## src/rtl/fdcr_defs.svh

```systemverilog
`ifndef FDCR_DEFS_SVH
`define FDCR_DEFS_SVH

// register indices on the word bus; byte address is four times the index
`define FDCR_IDX_STATUS_B    14'h03F1
`define FDCR_IDX_DRV_OUT     14'h03F2
`define FDCR_IDX_TAPE        14'h03F3
`define FDCR_IDX_DIG_IN      14'h03F7
`define FDCR_IDX_MODE_CFG    14'h0400
`define FDCR_IDX_DTYPE_CFG   14'h0401

// drive_output_control field positions
`define FDCR_DOC_SEL_LSB     0
`define FDCR_DOC_SRST_BIT    2
`define FDCR_DOC_DMA_BIT     3
`define FDCR_DOC_MOT0_BIT    4
`define FDCR_DOC_MOT1_BIT    5

// mode configuration field positions
`define FDCR_MCFG_MODE_LSB   0
`define FDCR_MCFG_SWAP_BIT   2
`define FDCR_MCFG_ENH_BIT    3
`define FDCR_MCFG_BOOT_LSB   4

// reset values
`define FDCR_DOC_RST         8'h00
`define FDCR_MCFG_RST        8'h00
`define FDCR_DTYPE_RST       8'h00
`define FDCR_TAPE_RST        2'h0

// timing: shortest soft reset pulse, rounded up to whole clock cycles
`define FDCR_CLK_PERIOD_NS   5
`define FDCR_SWRST_MIN_NS    100
`define FDCR_SWRST_CYC       ((`FDCR_SWRST_MIN_NS + `FDCR_CLK_PERIOD_NS - 1) / `FDCR_CLK_PERIOD_NS)

`endif

```

## src/rtl/fdcr_pkg.sv

```systemverilog
package fdcr_pkg;

	// compatibility personality of the status and pin-enable logic
	typedef enum logic [1:0]
	{
		FDCR_MODE_BASE = 2'h0,
		FDCR_MODE_A    = 2'h1,
		FDCR_MODE_B    = 2'h2
	} fdcr_mode_t;

endpackage

```

## src/rtl/fdcr_dec_if.sv

```systemverilog
`timescale 1ns/1ps
`default_nettype none

// carries drive-output-control fields to the two-drive decoder and back
interface fdcr_dec_if;
	logic [1:0] dsel;   // binary drive field
	logic [1:0] mot;    // motor enables for drive 0 and 1
	logic       swap;   // drives 0 and 1 exchanged
	logic [1:0] ds_n;   // registered select outputs, active low
	logic [1:0] mtr_n;  // registered motor outputs, active low

	modport ctl (output dsel, output mot, output swap, input ds_n, input mtr_n);
	modport dec (input dsel, input mot, input swap, output ds_n, output mtr_n);
endinterface

`default_nettype wire

```

## src/rtl/fdcr_drive_decode.sv

```systemverilog
`timescale 1ns/1ps
`default_nettype none

module fdcr_drive_decode
(
	input  wire logic mclk,
	input  wire logic rst,
	fdcr_dec_if.dec   dif
);

	logic [1:0] ds_n_nxt;   // select lines before the output flops
	logic [1:0] mtr_n_nxt;  // motor lines before the output flops
	logic [1:0] ds_n_r;
	logic [1:0] mtr_n_r;

	// binary field means only one select can ever go low
	always_comb
	begin
		ds_n_nxt  = 2'h3;
		mtr_n_nxt = 2'h3;
		if (!dif.swap)
		begin
			// normal arrangement
			ds_n_nxt[0]  = ~(dif.dsel == 2'h0 && dif.mot[0]);
			ds_n_nxt[1]  = ~(dif.dsel == 2'h1 && dif.mot[1]);
			mtr_n_nxt    = ~dif.mot;
		end
		else
		begin
			// drives exchanged; fields 2 and 3 reach no pin
			ds_n_nxt[1]  = ~(dif.dsel == 2'h0 && dif.mot[0]);
			ds_n_nxt[0]  = ~(dif.dsel == 2'h1 && dif.mot[1]);
			mtr_n_nxt[0] = ~dif.mot[1];
			mtr_n_nxt[1] = ~dif.mot[0];
		end
	end

	// pins come straight from flops, idle high after reset
	always_ff @(posedge mclk or posedge rst)
	begin
		if (rst)
		begin
			ds_n_r  <= 2'h3;
			mtr_n_r <= 2'h3;
		end
		else
		begin
			ds_n_r  <= ds_n_nxt;
			mtr_n_r <= mtr_n_nxt;
		end
	end

	assign dif.ds_n  = ds_n_r;
	assign dif.mtr_n = mtr_n_r;

	a_one_select_low: assert property (@(posedge mclk) disable iff (rst) ds_n_r != 2'h0)
		else $error("both drive selects low");

endmodule

`default_nettype wire

```

## src/rtl/fdcr_regs.sv

```systemverilog
// Design decision made here: the Wishbone register port.
`timescale 1ns/1ps
`default_nettype none
`include "fdcr_defs.svh"

// How it works
// - mode A status bit5 mirrors drive-select bit0
// - mode A status bits 6,7 read one
// - mode B status bits 0,1,7 read one
// - mode B bit2 latches write-gate rise, clears
// - mode B bit3 latches read-data fall, clears
// - mode B bit4 latches write-data fall, clears
// - mode B bits 5,6 show select pin levels
// - output control always writable, soft reset-proof
// - drive field decodes to one select
// - bit2 low holds controller in reset
// - soft reset pulse stretched to 100ns
// - baseline/B: DMA bit gates DMA, irq pins
// - mode A: pins always enabled, bit cleared
// - motor bits 4,5 drive motor pins
// - motor bits 6,7 read zero
// - tape field names drive 1..3 or none
// - normal tape bits 7:2 read zero, soft-reset-proof
// - normal decode of selects and motors
// - swapped decode exchanges drives 0 and 1
// - enhanced tape layout: type, boot, select
// - drive type picked from config pair by field
module fdcr_regs
	import fdcr_pkg::*;
(
	input  wire logic        MCLK,
	input  wire logic        RST,
	input  wire logic        CYC_I,
	input  wire logic        STB_I,
	input  wire logic        WE_I,
	input  wire logic [15:0] ADR_I,
	input  wire logic [3:0]  SEL_I,
	input  wire logic [31:0] DAT_I,
	output logic      [31:0] DAT_O,
	output logic             ACK_O,
	input  wire logic        WRITE_GATE,
	input  wire logic        READ_DATA,
	input  wire logic        WRITE_DATA,
	input  wire logic        DMA_REQ_IN,
	input  wire logic        IRQ_IN,
	input  wire logic        DMA_ACK_IN_N,
	input  wire logic        TERM_COUNT_IN,
	output logic             DMA_REQ,
	output logic             DMA_REQ_OE,
	output logic             FLOPPY_IRQ,
	output logic             FLOPPY_IRQ_OE,
	output logic             DMA_ACK_N,
	output logic             TERM_COUNT,
	output logic             SOFT_RESET_N,
	output logic [1:0]       TAPE_SELECT,
	output logic             DRIVE0_SELECT_N,
	output logic             DRIVE1_SELECT_N,
	output logic             DRIVE0_MOTOR_N,
	output logic             DRIVE1_MOTOR_N
);

	// pulse stretch length for the soft reset output
	localparam logic [4:0] SWRST_CYC = 5'(`FDCR_SWRST_CYC);

	// edge polarity per monitored line: write gate active-going, data lines inactive-going
	localparam logic [2:0] EDGE_RISE = 3'h1;

	fdcr_dec_if dif ();

	logic        ack_r;          // wishbone acknowledge
	logic [31:0] dat_r;          // read data register
	logic [5:0]  doc_r;          // drive_output_control bits 5:0
	logic [1:0]  tape_r;         // tape_assign select field
	logic [7:0]  mcfg_r;         // mode configuration
	logic [7:0]  dtype_r;        // drive_type_config pairs
	logic [4:0]  swrst_cnt_r;    // remaining stretch cycles
	logic        swrst_n_r;      // soft reset output
	logic [2:0]  mon_q_r;        // previous samples of monitored lines
	logic [2:0]  mon_lat_r;      // mode B latches: wdata, rdata, write_gate
	logic [1:0]  mon_tog_r;      // mode A toggles: wdata, rdata
	logic        write_gate_q_r;      // write gate level for mode A
	logic        dma_req_r;
	logic        dma_req_oe_r;
	logic        irq_r;
	logic        irq_oe_r;
	logic        dack_n_r;
	logic        tc_r;
	logic [1:0]  tape_sel_r;

	logic        bus_req;        // request present and not yet answered
	logic        bus_take;       // the edge where the master samples ack
	logic        wr_take;
	logic        rd_take;
	logic [13:0] idx;            // word index
	logic [2:0]  mon_now;
	logic [2:0]  mon_evt;        // qualified edge events per line
	logic        dir_rd;         // digital input register read clears latches
	logic        swrst_wr;       // write that drops the reset bit
	logic        pins_on;        // DMA and interrupt pins enabled
	fdcr_mode_t  mode;
	logic [7:0]  srb_val;
	logic [7:0]  tape_val;
	logic [31:0] dat_nxt;

	assign idx      = ADR_I[15:2];
	assign bus_req  = CYC_I && STB_I && !ack_r;
	assign bus_take = CYC_I && STB_I && ack_r;
	assign wr_take  = bus_take && WE_I && SEL_I[0];
	assign rd_take  = bus_take && !WE_I;
	assign mode     = fdcr_mode_t'(mcfg_r[`FDCR_MCFG_MODE_LSB +: 2]);
	assign mon_now  = {WRITE_DATA, READ_DATA, WRITE_GATE};
	assign dir_rd   = rd_take && idx == `FDCR_IDX_DIG_IN;
	assign swrst_wr = wr_take && idx == `FDCR_IDX_DRV_OUT && !DAT_I[`FDCR_DOC_SRST_BIT];

	// mode A keeps the pins alive regardless of the enable bit
	assign pins_on  = (mode == FDCR_MODE_A) || doc_r[`FDCR_DOC_DMA_BIT];

	// wishbone acknowledge: one cycle after the request, dropped the next
	always_ff @(posedge MCLK or posedge RST)
	begin
		if (RST)
			ack_r <= 1'b0;
		else
			ack_r <= bus_req;
	end

	// drive_output_control: hardware reset only; soft reset never touches it
	always_ff @(posedge MCLK or posedge RST)
	begin
		if (RST)
			doc_r <= 6'(`FDCR_DOC_RST);
		else if (wr_take && idx == `FDCR_IDX_DRV_OUT)
			doc_r <= DAT_I[5:0];
	end

	// tape_assign select field, also untouched by soft reset
	always_ff @(posedge MCLK or posedge RST)
	begin
		if (RST)
			tape_r <= `FDCR_TAPE_RST;
		else if (wr_take && idx == `FDCR_IDX_TAPE)
			tape_r <= DAT_I[1:0];
	end

	// configuration registers: mode, swap, layout, boot drive, drive types
	always_ff @(posedge MCLK or posedge RST)
	begin
		if (RST)
		begin
			mcfg_r  <= `FDCR_MCFG_RST;
			dtype_r <= `FDCR_DTYPE_RST;
		end
		else if (wr_take && idx == `FDCR_IDX_MODE_CFG)
			mcfg_r  <= DAT_I[7:0];
		else if (wr_take && idx == `FDCR_IDX_DTYPE_CFG)
			dtype_r <= DAT_I[7:0];
	end

	// soft reset: held while the bit is low, and stretched so two quick
	// writes still give the controller a full-length pulse
	always_ff @(posedge MCLK or posedge RST)
	begin
		if (RST)
		begin
			swrst_cnt_r <= 5'h00;
			swrst_n_r   <= 1'b0;
		end
		else
		begin
			if (swrst_wr)
				swrst_cnt_r <= SWRST_CYC;
			else if (swrst_cnt_r != 5'h00)
				swrst_cnt_r <= swrst_cnt_r - 5'h01;
			// low while bit is clear or stretch still running
			swrst_n_r <= doc_r[`FDCR_DOC_SRST_BIT] && !swrst_wr && swrst_cnt_r <= 5'h01;
		end
	end

	// previous samples of the monitored core lines
	always_ff @(posedge MCLK or posedge RST)
	begin
		if (RST)
		begin
			mon_q_r   <= 3'h0;
			write_gate_q_r <= 1'b0;
		end
		else
		begin
			mon_q_r   <= mon_now;
			write_gate_q_r <= WRITE_GATE;
		end
	end

	// one edge latch per line; set wins over a clearing read in the same cycle
	generate
		for (genvar i = 0; i < 3; i++)
		begin : g_mon
			assign mon_evt[i] = EDGE_RISE[i] ? (mon_now[i] && !mon_q_r[i])
			                                 : (!mon_now[i] && mon_q_r[i]);

			always_ff @(posedge MCLK or posedge RST)
			begin
				if (RST)
					mon_lat_r[i] <= 1'b0;
				else if (mon_evt[i])
					mon_lat_r[i] <= 1'b1;
				else if (dir_rd)
					mon_lat_r[i] <= 1'b0;
			end
		end
	endgenerate

	// mode A toggles flip on each inactive data edge
	always_ff @(posedge MCLK or posedge RST)
	begin
		if (RST)
			mon_tog_r <= 2'h0;
		else
			mon_tog_r <= mon_tog_r ^ mon_evt[2:1];
	end

	// DMA and interrupt pin gating; disabled acknowledge and count read idle
	always_ff @(posedge MCLK or posedge RST)
	begin
		if (RST)
		begin
			dma_req_r    <= 1'b0;
			dma_req_oe_r <= 1'b0;
			irq_r        <= 1'b0;
			irq_oe_r     <= 1'b0;
			dack_n_r     <= 1'b1;
			tc_r         <= 1'b0;
		end
		else
		begin
			dma_req_r    <= DMA_REQ_IN;
			dma_req_oe_r <= pins_on;
			irq_r        <= IRQ_IN;
			irq_oe_r     <= pins_on;
			dack_n_r     <= pins_on ? DMA_ACK_IN_N : 1'b1;
			tc_r         <= pins_on && TERM_COUNT_IN;
		end
	end

	// tape drive assignment reaches the core as a level
	always_ff @(posedge MCLK or posedge RST)
	begin
		if (RST)
			tape_sel_r <= `FDCR_TAPE_RST;
		else
			tape_sel_r <= tape_r;
	end

	// second status register per compatibility mode
	always_comb
	begin
		srb_val = 8'h00;
		case (mode)
			FDCR_MODE_A:
			begin
				srb_val[7:6] = 2'h3;
				srb_val[5]   = doc_r[`FDCR_DOC_SEL_LSB];
				srb_val[4:3] = {mon_tog_r[1], mon_tog_r[0]};
				srb_val[2]   = write_gate_q_r;
				srb_val[1]   = doc_r[`FDCR_DOC_MOT1_BIT];
				srb_val[0]   = doc_r[`FDCR_DOC_MOT0_BIT];
			end
			FDCR_MODE_B:
			begin
				srb_val[7]   = 1'b1;
				srb_val[6]   = dif.ds_n[1];
				srb_val[5]   = dif.ds_n[0];
				srb_val[4:2] = mon_lat_r;
				srb_val[1:0] = 2'h3;
			end
			default:
				srb_val = 8'h00; // baseline: bus not driven, reads zero
		endcase
	end

	// tape register read: enhanced layout or bare select field
	always_comb
	begin
		tape_val = {6'h00, tape_r};
		if (mcfg_r[`FDCR_MCFG_ENH_BIT])
		begin
			tape_val[5:4] = dtype_r[{doc_r[1:0], 1'b0} +: 2];
			tape_val[3:2] = mcfg_r[`FDCR_MCFG_BOOT_LSB +: 2];
		end
	end

	// read multiplexer; unmapped words answer zero
	always_comb
	begin
		dat_nxt = 32'h0000_0000;
		case (idx)
			`FDCR_IDX_STATUS_B:
				dat_nxt[7:0] = srb_val;
			`FDCR_IDX_DRV_OUT:
				dat_nxt[7:0] = {2'h0, doc_r};
			`FDCR_IDX_TAPE:
				dat_nxt[7:0] = tape_val;
			`FDCR_IDX_MODE_CFG:
				dat_nxt[7:0] = mcfg_r;
			`FDCR_IDX_DTYPE_CFG:
				dat_nxt[7:0] = dtype_r;
			default:
				dat_nxt = 32'h0000_0000;
		endcase
	end

	// read data registered alongside the acknowledge
	always_ff @(posedge MCLK or posedge RST)
	begin
		if (RST)
			dat_r <= 32'h0000_0000;
		else if (bus_req && !WE_I)
			dat_r <= dat_nxt;
	end

	// register fields feed the two-drive decoder
	assign dif.dsel = doc_r[`FDCR_DOC_SEL_LSB +: 2];
	assign dif.mot  = {doc_r[`FDCR_DOC_MOT1_BIT], doc_r[`FDCR_DOC_MOT0_BIT]};
	assign dif.swap = mcfg_r[`FDCR_MCFG_SWAP_BIT];

	fdcr_drive_decode u_dec
	(
		.mclk (MCLK),
		.rst  (RST),
		.dif  (dif)
	);

	assign DAT_O           = dat_r;
	assign ACK_O           = ack_r;
	assign DMA_REQ         = dma_req_r;
	assign DMA_REQ_OE      = dma_req_oe_r;
	assign FLOPPY_IRQ      = irq_r;
	assign FLOPPY_IRQ_OE   = irq_oe_r;
	assign DMA_ACK_N       = dack_n_r;
	assign TERM_COUNT      = tc_r;
	assign SOFT_RESET_N    = swrst_n_r;
	assign TAPE_SELECT     = tape_sel_r;
	assign DRIVE0_SELECT_N = dif.ds_n[0];
	assign DRIVE1_SELECT_N = dif.ds_n[1];
	assign DRIVE0_MOTOR_N  = dif.mtr_n[0];
	assign DRIVE1_MOTOR_N  = dif.mtr_n[1];

	// helper: cycles the soft reset output has been low in a row
	logic [4:0] swrst_low_cnt;
	always_ff @(posedge MCLK or posedge RST)
	begin
		if (RST)
			swrst_low_cnt <= 5'h00;
		else if (swrst_n_r)
			swrst_low_cnt <= 5'h00;
		else if (swrst_low_cnt != 5'h1F)
			swrst_low_cnt <= swrst_low_cnt + 5'h01;
	end

	a_srst_min_width: assert property (@(posedge MCLK) disable iff (RST)
		$rose(swrst_n_r) |-> $past(swrst_low_cnt) >= SWRST_CYC - 5'h01)
		else $error("soft reset pulse shorter than minimum");

	a_srst_follows_bit: assert property (@(posedge MCLK) disable iff (RST)
		swrst_wr |=> !swrst_n_r [*8])
		else $error("soft reset not held after clearing the bit");

	a_srst_keeps_dor: assert property (@(posedge MCLK) disable iff (RST)
		!swrst_n_r && !(wr_take && idx == `FDCR_IDX_DRV_OUT) |=> $stable(doc_r))
		else $error("output control changed without a write");

	a_modea_status_b: assert property (@(posedge MCLK) disable iff (RST)
		mode == FDCR_MODE_A |-> srb_val[7:5] == {2'h3, doc_r[0]})
		else $error("mode A status bits 7:5 wrong");

	a_modeb_fixed_ones: assert property (@(posedge MCLK) disable iff (RST)
		mode == FDCR_MODE_B |-> srb_val[7] && srb_val[1:0] == 2'h3 && srb_val[6:5] == {DRIVE1_SELECT_N, DRIVE0_SELECT_N})
		else $error("mode B fixed bits wrong");

	a_write_gate_latch_set: assert property (@(posedge MCLK) disable iff (RST)
		$rose(WRITE_GATE) |=> mon_lat_r[0])
		else $error("write gate edge not latched");

	a_data_latch_clr: assert property (@(posedge MCLK) disable iff (RST)
		dir_rd && !mon_evt[1] |=> !mon_lat_r[1])
		else $error("read data latch not cleared by input read");

	a_pin_gating: assert property (@(posedge MCLK) disable iff (RST)
		mode != FDCR_MODE_A && !doc_r[`FDCR_DOC_DMA_BIT] && $stable(mode) |=> !DMA_REQ_OE && !FLOPPY_IRQ_OE && !TERM_COUNT)
		else $error("DMA pins active while disabled");

	a_motor_pins: assert property (@(posedge MCLK) disable iff (RST)
		!mcfg_r[`FDCR_MCFG_SWAP_BIT] |=> DRIVE0_MOTOR_N == !$past(doc_r[`FDCR_DOC_MOT0_BIT]))
		else $error("motor pin does not follow its bit");

endmodule

`default_nettype wire

```

## config.mk

```make
export PLATFORM = sky130hd
export DESIGN_NAME = fdcr_regs
export DESIGN_NICKNAME = d
export VERILOG_FILES = /design/src/rtl/fdcr_pkg.sv /design/src/rtl/fdcr_dec_if.sv /design/src/rtl/fdcr_drive_decode.sv /design/src/rtl/fdcr_regs.sv
export VERILOG_INCLUDE_DIRS = /design/src /design/src/rtl
export SDC_FILE = /design/constraint.sdc
export NUM_CORES = 1
export LEC_CHECK = 0
export BUFFER_PORTS_ARGS = -buffer_cell sky130_fd_sc_hd__buf_2
export CELL_PAD_IN_SITES_DETAIL_PLACEMENT = 0
export CELL_PAD_IN_SITES_GLOBAL_PLACEMENT = 1
export CORE_ASPECT_RATIO = 1.2
export CORE_MARGIN = 2
export CORE_UTILIZATION = 36
export CTS_CLUSTER_DIAMETER = 150
export DETAILED_ROUTE_END_ITERATION = 12
export HOLD_SLACK_MARGIN = 0.03
export PLACE_DENSITY = 0.73
export SLEW_MARGIN = 20
export SYNTH_ARGS = -nofsm -noshare
export SYNTH_HDL_FRONTEND = slang
export SYNTH_SLANG_ARGS = --single-unit
```

## constraint.sdc

```tcl
create_clock -name MCLK -period 2.18 [get_ports MCLK]
set_input_delay 0.218 -clock MCLK [delete_from_list [all_inputs] [get_ports MCLK]]
set_output_delay 0.218 -clock MCLK [all_outputs]
set_load 0.02 [all_outputs]
```

==> run summary <==
outcome: finished, final reports clean
Layout area overhead: 20.1%
GR Util met2: 0.244
DIE WIDTH: 87.9 um
GRT busiest layer: met2
initial DRC count: 98
Max-Cap Viols: 0
post-synthesis sequential area ratio: 0.480
Synth Area in Compound Gates: 0.112
Synth Area in XOR/XNOR: 0.0115
clock root buffer master: clkbuf_8
fin crit period: 1.97 ns
synthesized area per cell: 11.6 um^2
crit end category: flop
Lkg Pwr: 0.00175 uW
multiplexer share of the synthesized area: 0.139
final setup fails: 0
DRC Markers: 0
multi-input logic area: 1410 um^2
antenna-violating nets left: 0
Vias/cell: 4.91
Final #Nets: 401
Area contributors post-synth: dfrtp_1 44%, mux2_2 11%, buf_4 6.4%
clock transition at the registers of the reported paths: 0.06 ns
Critical Path Source Type: flop
part of the cycle the worst path needs: 0.906
H-tree levels: 3
hold buffers post-CTS: 6
FMAX: 0.506 GHz
Synth area leader: dfrtp_1
crit path max-delay cell type: or4b_1
Final Hold Viols: 0
Simple-Gate Fraction of Synth Area: 0.154
Cells after Synth: 263
worst rel slew slack: 0.544
adder-cell share of the synthesized area: 0.0165
Clock Path Buffers: 2
Final TNS setup: 0 ns
share of the synthesized area in the top cell type: 0.436
storage element area: 1460 um^2
worst-margin pin slew: 0.675 ns
clk_lat worst skew: 0.34 ns
max incr delay on CP: 0.48 ns
RSZ-0062 raised after global routing: false
fillers: 779
HPWL after DPL: 4.99 mm
CTS tree: yes
clock sink total: 58
CTS buffer count: 9
Worst Path Required: 2.42 ns
drt pass-1 iters: 5
met1 usage: 0.200
post-synth cell types: 48
share of cells above drive strength 1: 0.382
Core ar.: 8150 um^2
Worst EP arrival: 2.22 ns
vias in the first global route: 2153
largest net degree at the start of global routing: 31
Post-CTS Resized: 0
total number of vias: 2221
die footprint: 9200 um^2
total congestion overflow: 0
# diodes: 0
mapped cell area: 3040 um^2
gr usage total: 0.157
hold slack: 0.0739 ns
Port Buffers: 56
drt total wl: 6.83 mm
Post-synth top cells: 53 x dfrtp_1, 30 x mux2_2, 26 x buf_4
YS warnings: 0
Main synth FF type: dfrtp_1
chip height: 105 um
post-CTS setup buffer count: 0
clock skew: 0.0124 ns
flops & latches, synth: 58
io pins: 110
worst min path class: primary input to flop
Top cell by count, worst path: a22oi_1
post-DR wirelength/cell: 15.1 um
starting density of the core: 0.373
Cell Pwr Density: 708 nW/um^2
Setup CP Type: flop to flop
main combinational cell family by area after synthesis: simple AND/OR/NAND/NOR gates
Max VDD drop: 367 uV
first-pass GRT wire length: 10.9 mm
site row count: 36
asr flop ratio synth: 1.00
Tot Pwr: 2580 uW
critical-path cell list: inv_1, ha_1, or4b_1, nor4_2, buf_4, a22oi_1, a22oi_1
worst-path fanout max: 8
Slew Viols, Final: 0
met3 GRT Util: 0.0458
Placer Congestion: 0.776
number of synthesized flops with an enable pin: 0
count leader, synth: dfrtp_1
initial antenna violation count: 0
## where the power goes
part / internal [uW] / switching [uW]
registers: 1150 / 58.4
logic: 185 / 226
clock network: 556 / 407
total: 1890 / 691
## worst max-delay path, delay by kind of cell, from the launching register on
kind | cells | cell delay (ns)
flops | 1 | 0.39
buf+inv | 2 | 0.27
simple gates | 2 | 0.62
fa+ha+maj | 1 | 0.30
compound gates | 2 | 0.31
## placed cells by master (no fill, tap or decap), types with 4 or more instances in the layout
cell and n:
a22o_1 7, a22oi_1 8, and4_1 4, buf_2 56
buf_4 9, clkbuf_8 10, conb_1 24, dfrtp_1 53
dfstp_2 5, dlygate4sd3_1 6, ha_1 4, inv_1 6
mux2_2 30, mux2i_1 4, nand2_1 13, nand2b_1 6
nand3_1 4, nor2_1 8, nor3_1 4, nor4_1 4
o21a_1 4, o21ai_0 11, or4_1 4, xnor2_1 4
## through the flow
| stage | area, um^2 | utilization | instances | worst slack [ns] |
|---|---|---|---|---|
| floorplan | 3130 | - | 286 | 0.211 |
| global placement | 3400 | 0.417 | 430 | 0.0872 |
| detailed placement | 3400 | 0.417 | 430 | 0.0609 |
| CTS | 3650 | 0.448 | 452 | 0.187 |
| global route | 3650 | 0.448 | 452 | 0.0175 |
| finish | 3650 | 0.448 | 452 | 0.205 |
## path summary, 6_finish.rpt
kind / from / to / slack [ns] / cells after the start
max reg2reg: mcfg_r[0]$_DFFE_PP0P_ / DAT_O[4]$_DFFE_PP0P_ / 0.21 / 7
min in group asynchronous: RST / mcfg_r[1]$_DFFE_PP0P_ / 0.52 / 3
max: mcfg_r[0]$_DFFE_PP0P_ / DAT_O[4]$_DFFE_PP0P_ / 0.21 / 7
max in group asynchronous: RST / ACK_O$_DFF_PP0_ / 1.06 / 4
min: DMA_ACK_IN_N / DMA_ACK_N$_DFF_PP1_ / 0.07 / 2
min reg2reg: tape_r[1]$_DFFE_PP0P_ / TAPE_SELECT[1]$_DFF_PP0_ / 0.41 / 0
## flip-flops by register name, indices dropped and copies added, names as in the netlist, 2 cells and up
signal / count
swrst_cnt_r: 5
mon_q_r: 3
tape_r: 2
doc_r: 6
TAPE_SELECT: 2
DAT_O: 8
mon_tog_r: 2
u_dec.dif.ds_n: 2
u_dec.dif.mtr_n: 2
mon_lat_r: 3
mcfg_r: 8
dtype_r: 8
## logic make-up after synthesis
kind of cell	Yosys count
and+or+nand+nor	69
AOI/OAI and AO/OA	48
adders and majority gates	4
buffers and inverters	43
muxes	36
other	1
xor gates and xnor gates	4
DFF	58
## per-layer routing
| metal | vias to the layer above | share of wire | routed length (um) |
|---|---|---|---|
| li1 | 1060 | - | - |
| met1 | 1081 | 0.42 | 2880 |
| met2 | 65 | 0.50 | 3420 |
| met3 | 15 | 0.055 | 379 |
| met4 | 0 | 0.021 | 145 |
| met5 | - | 0 | 0 |
## layout make-up
class | instances | area share
Clock buffer | 13 | 0.0408
Inverter | 7 | 0.00720
Clock inverter | 3 | 0.0110
Sequential cell | 58 | 0.399
Timing Repair Buffer | 72 | 0.117
Tap cell | 114 | 0.0391
Multi-Input combinational cell | 185 | 0.385
Power figures use the tool's default switching activity.
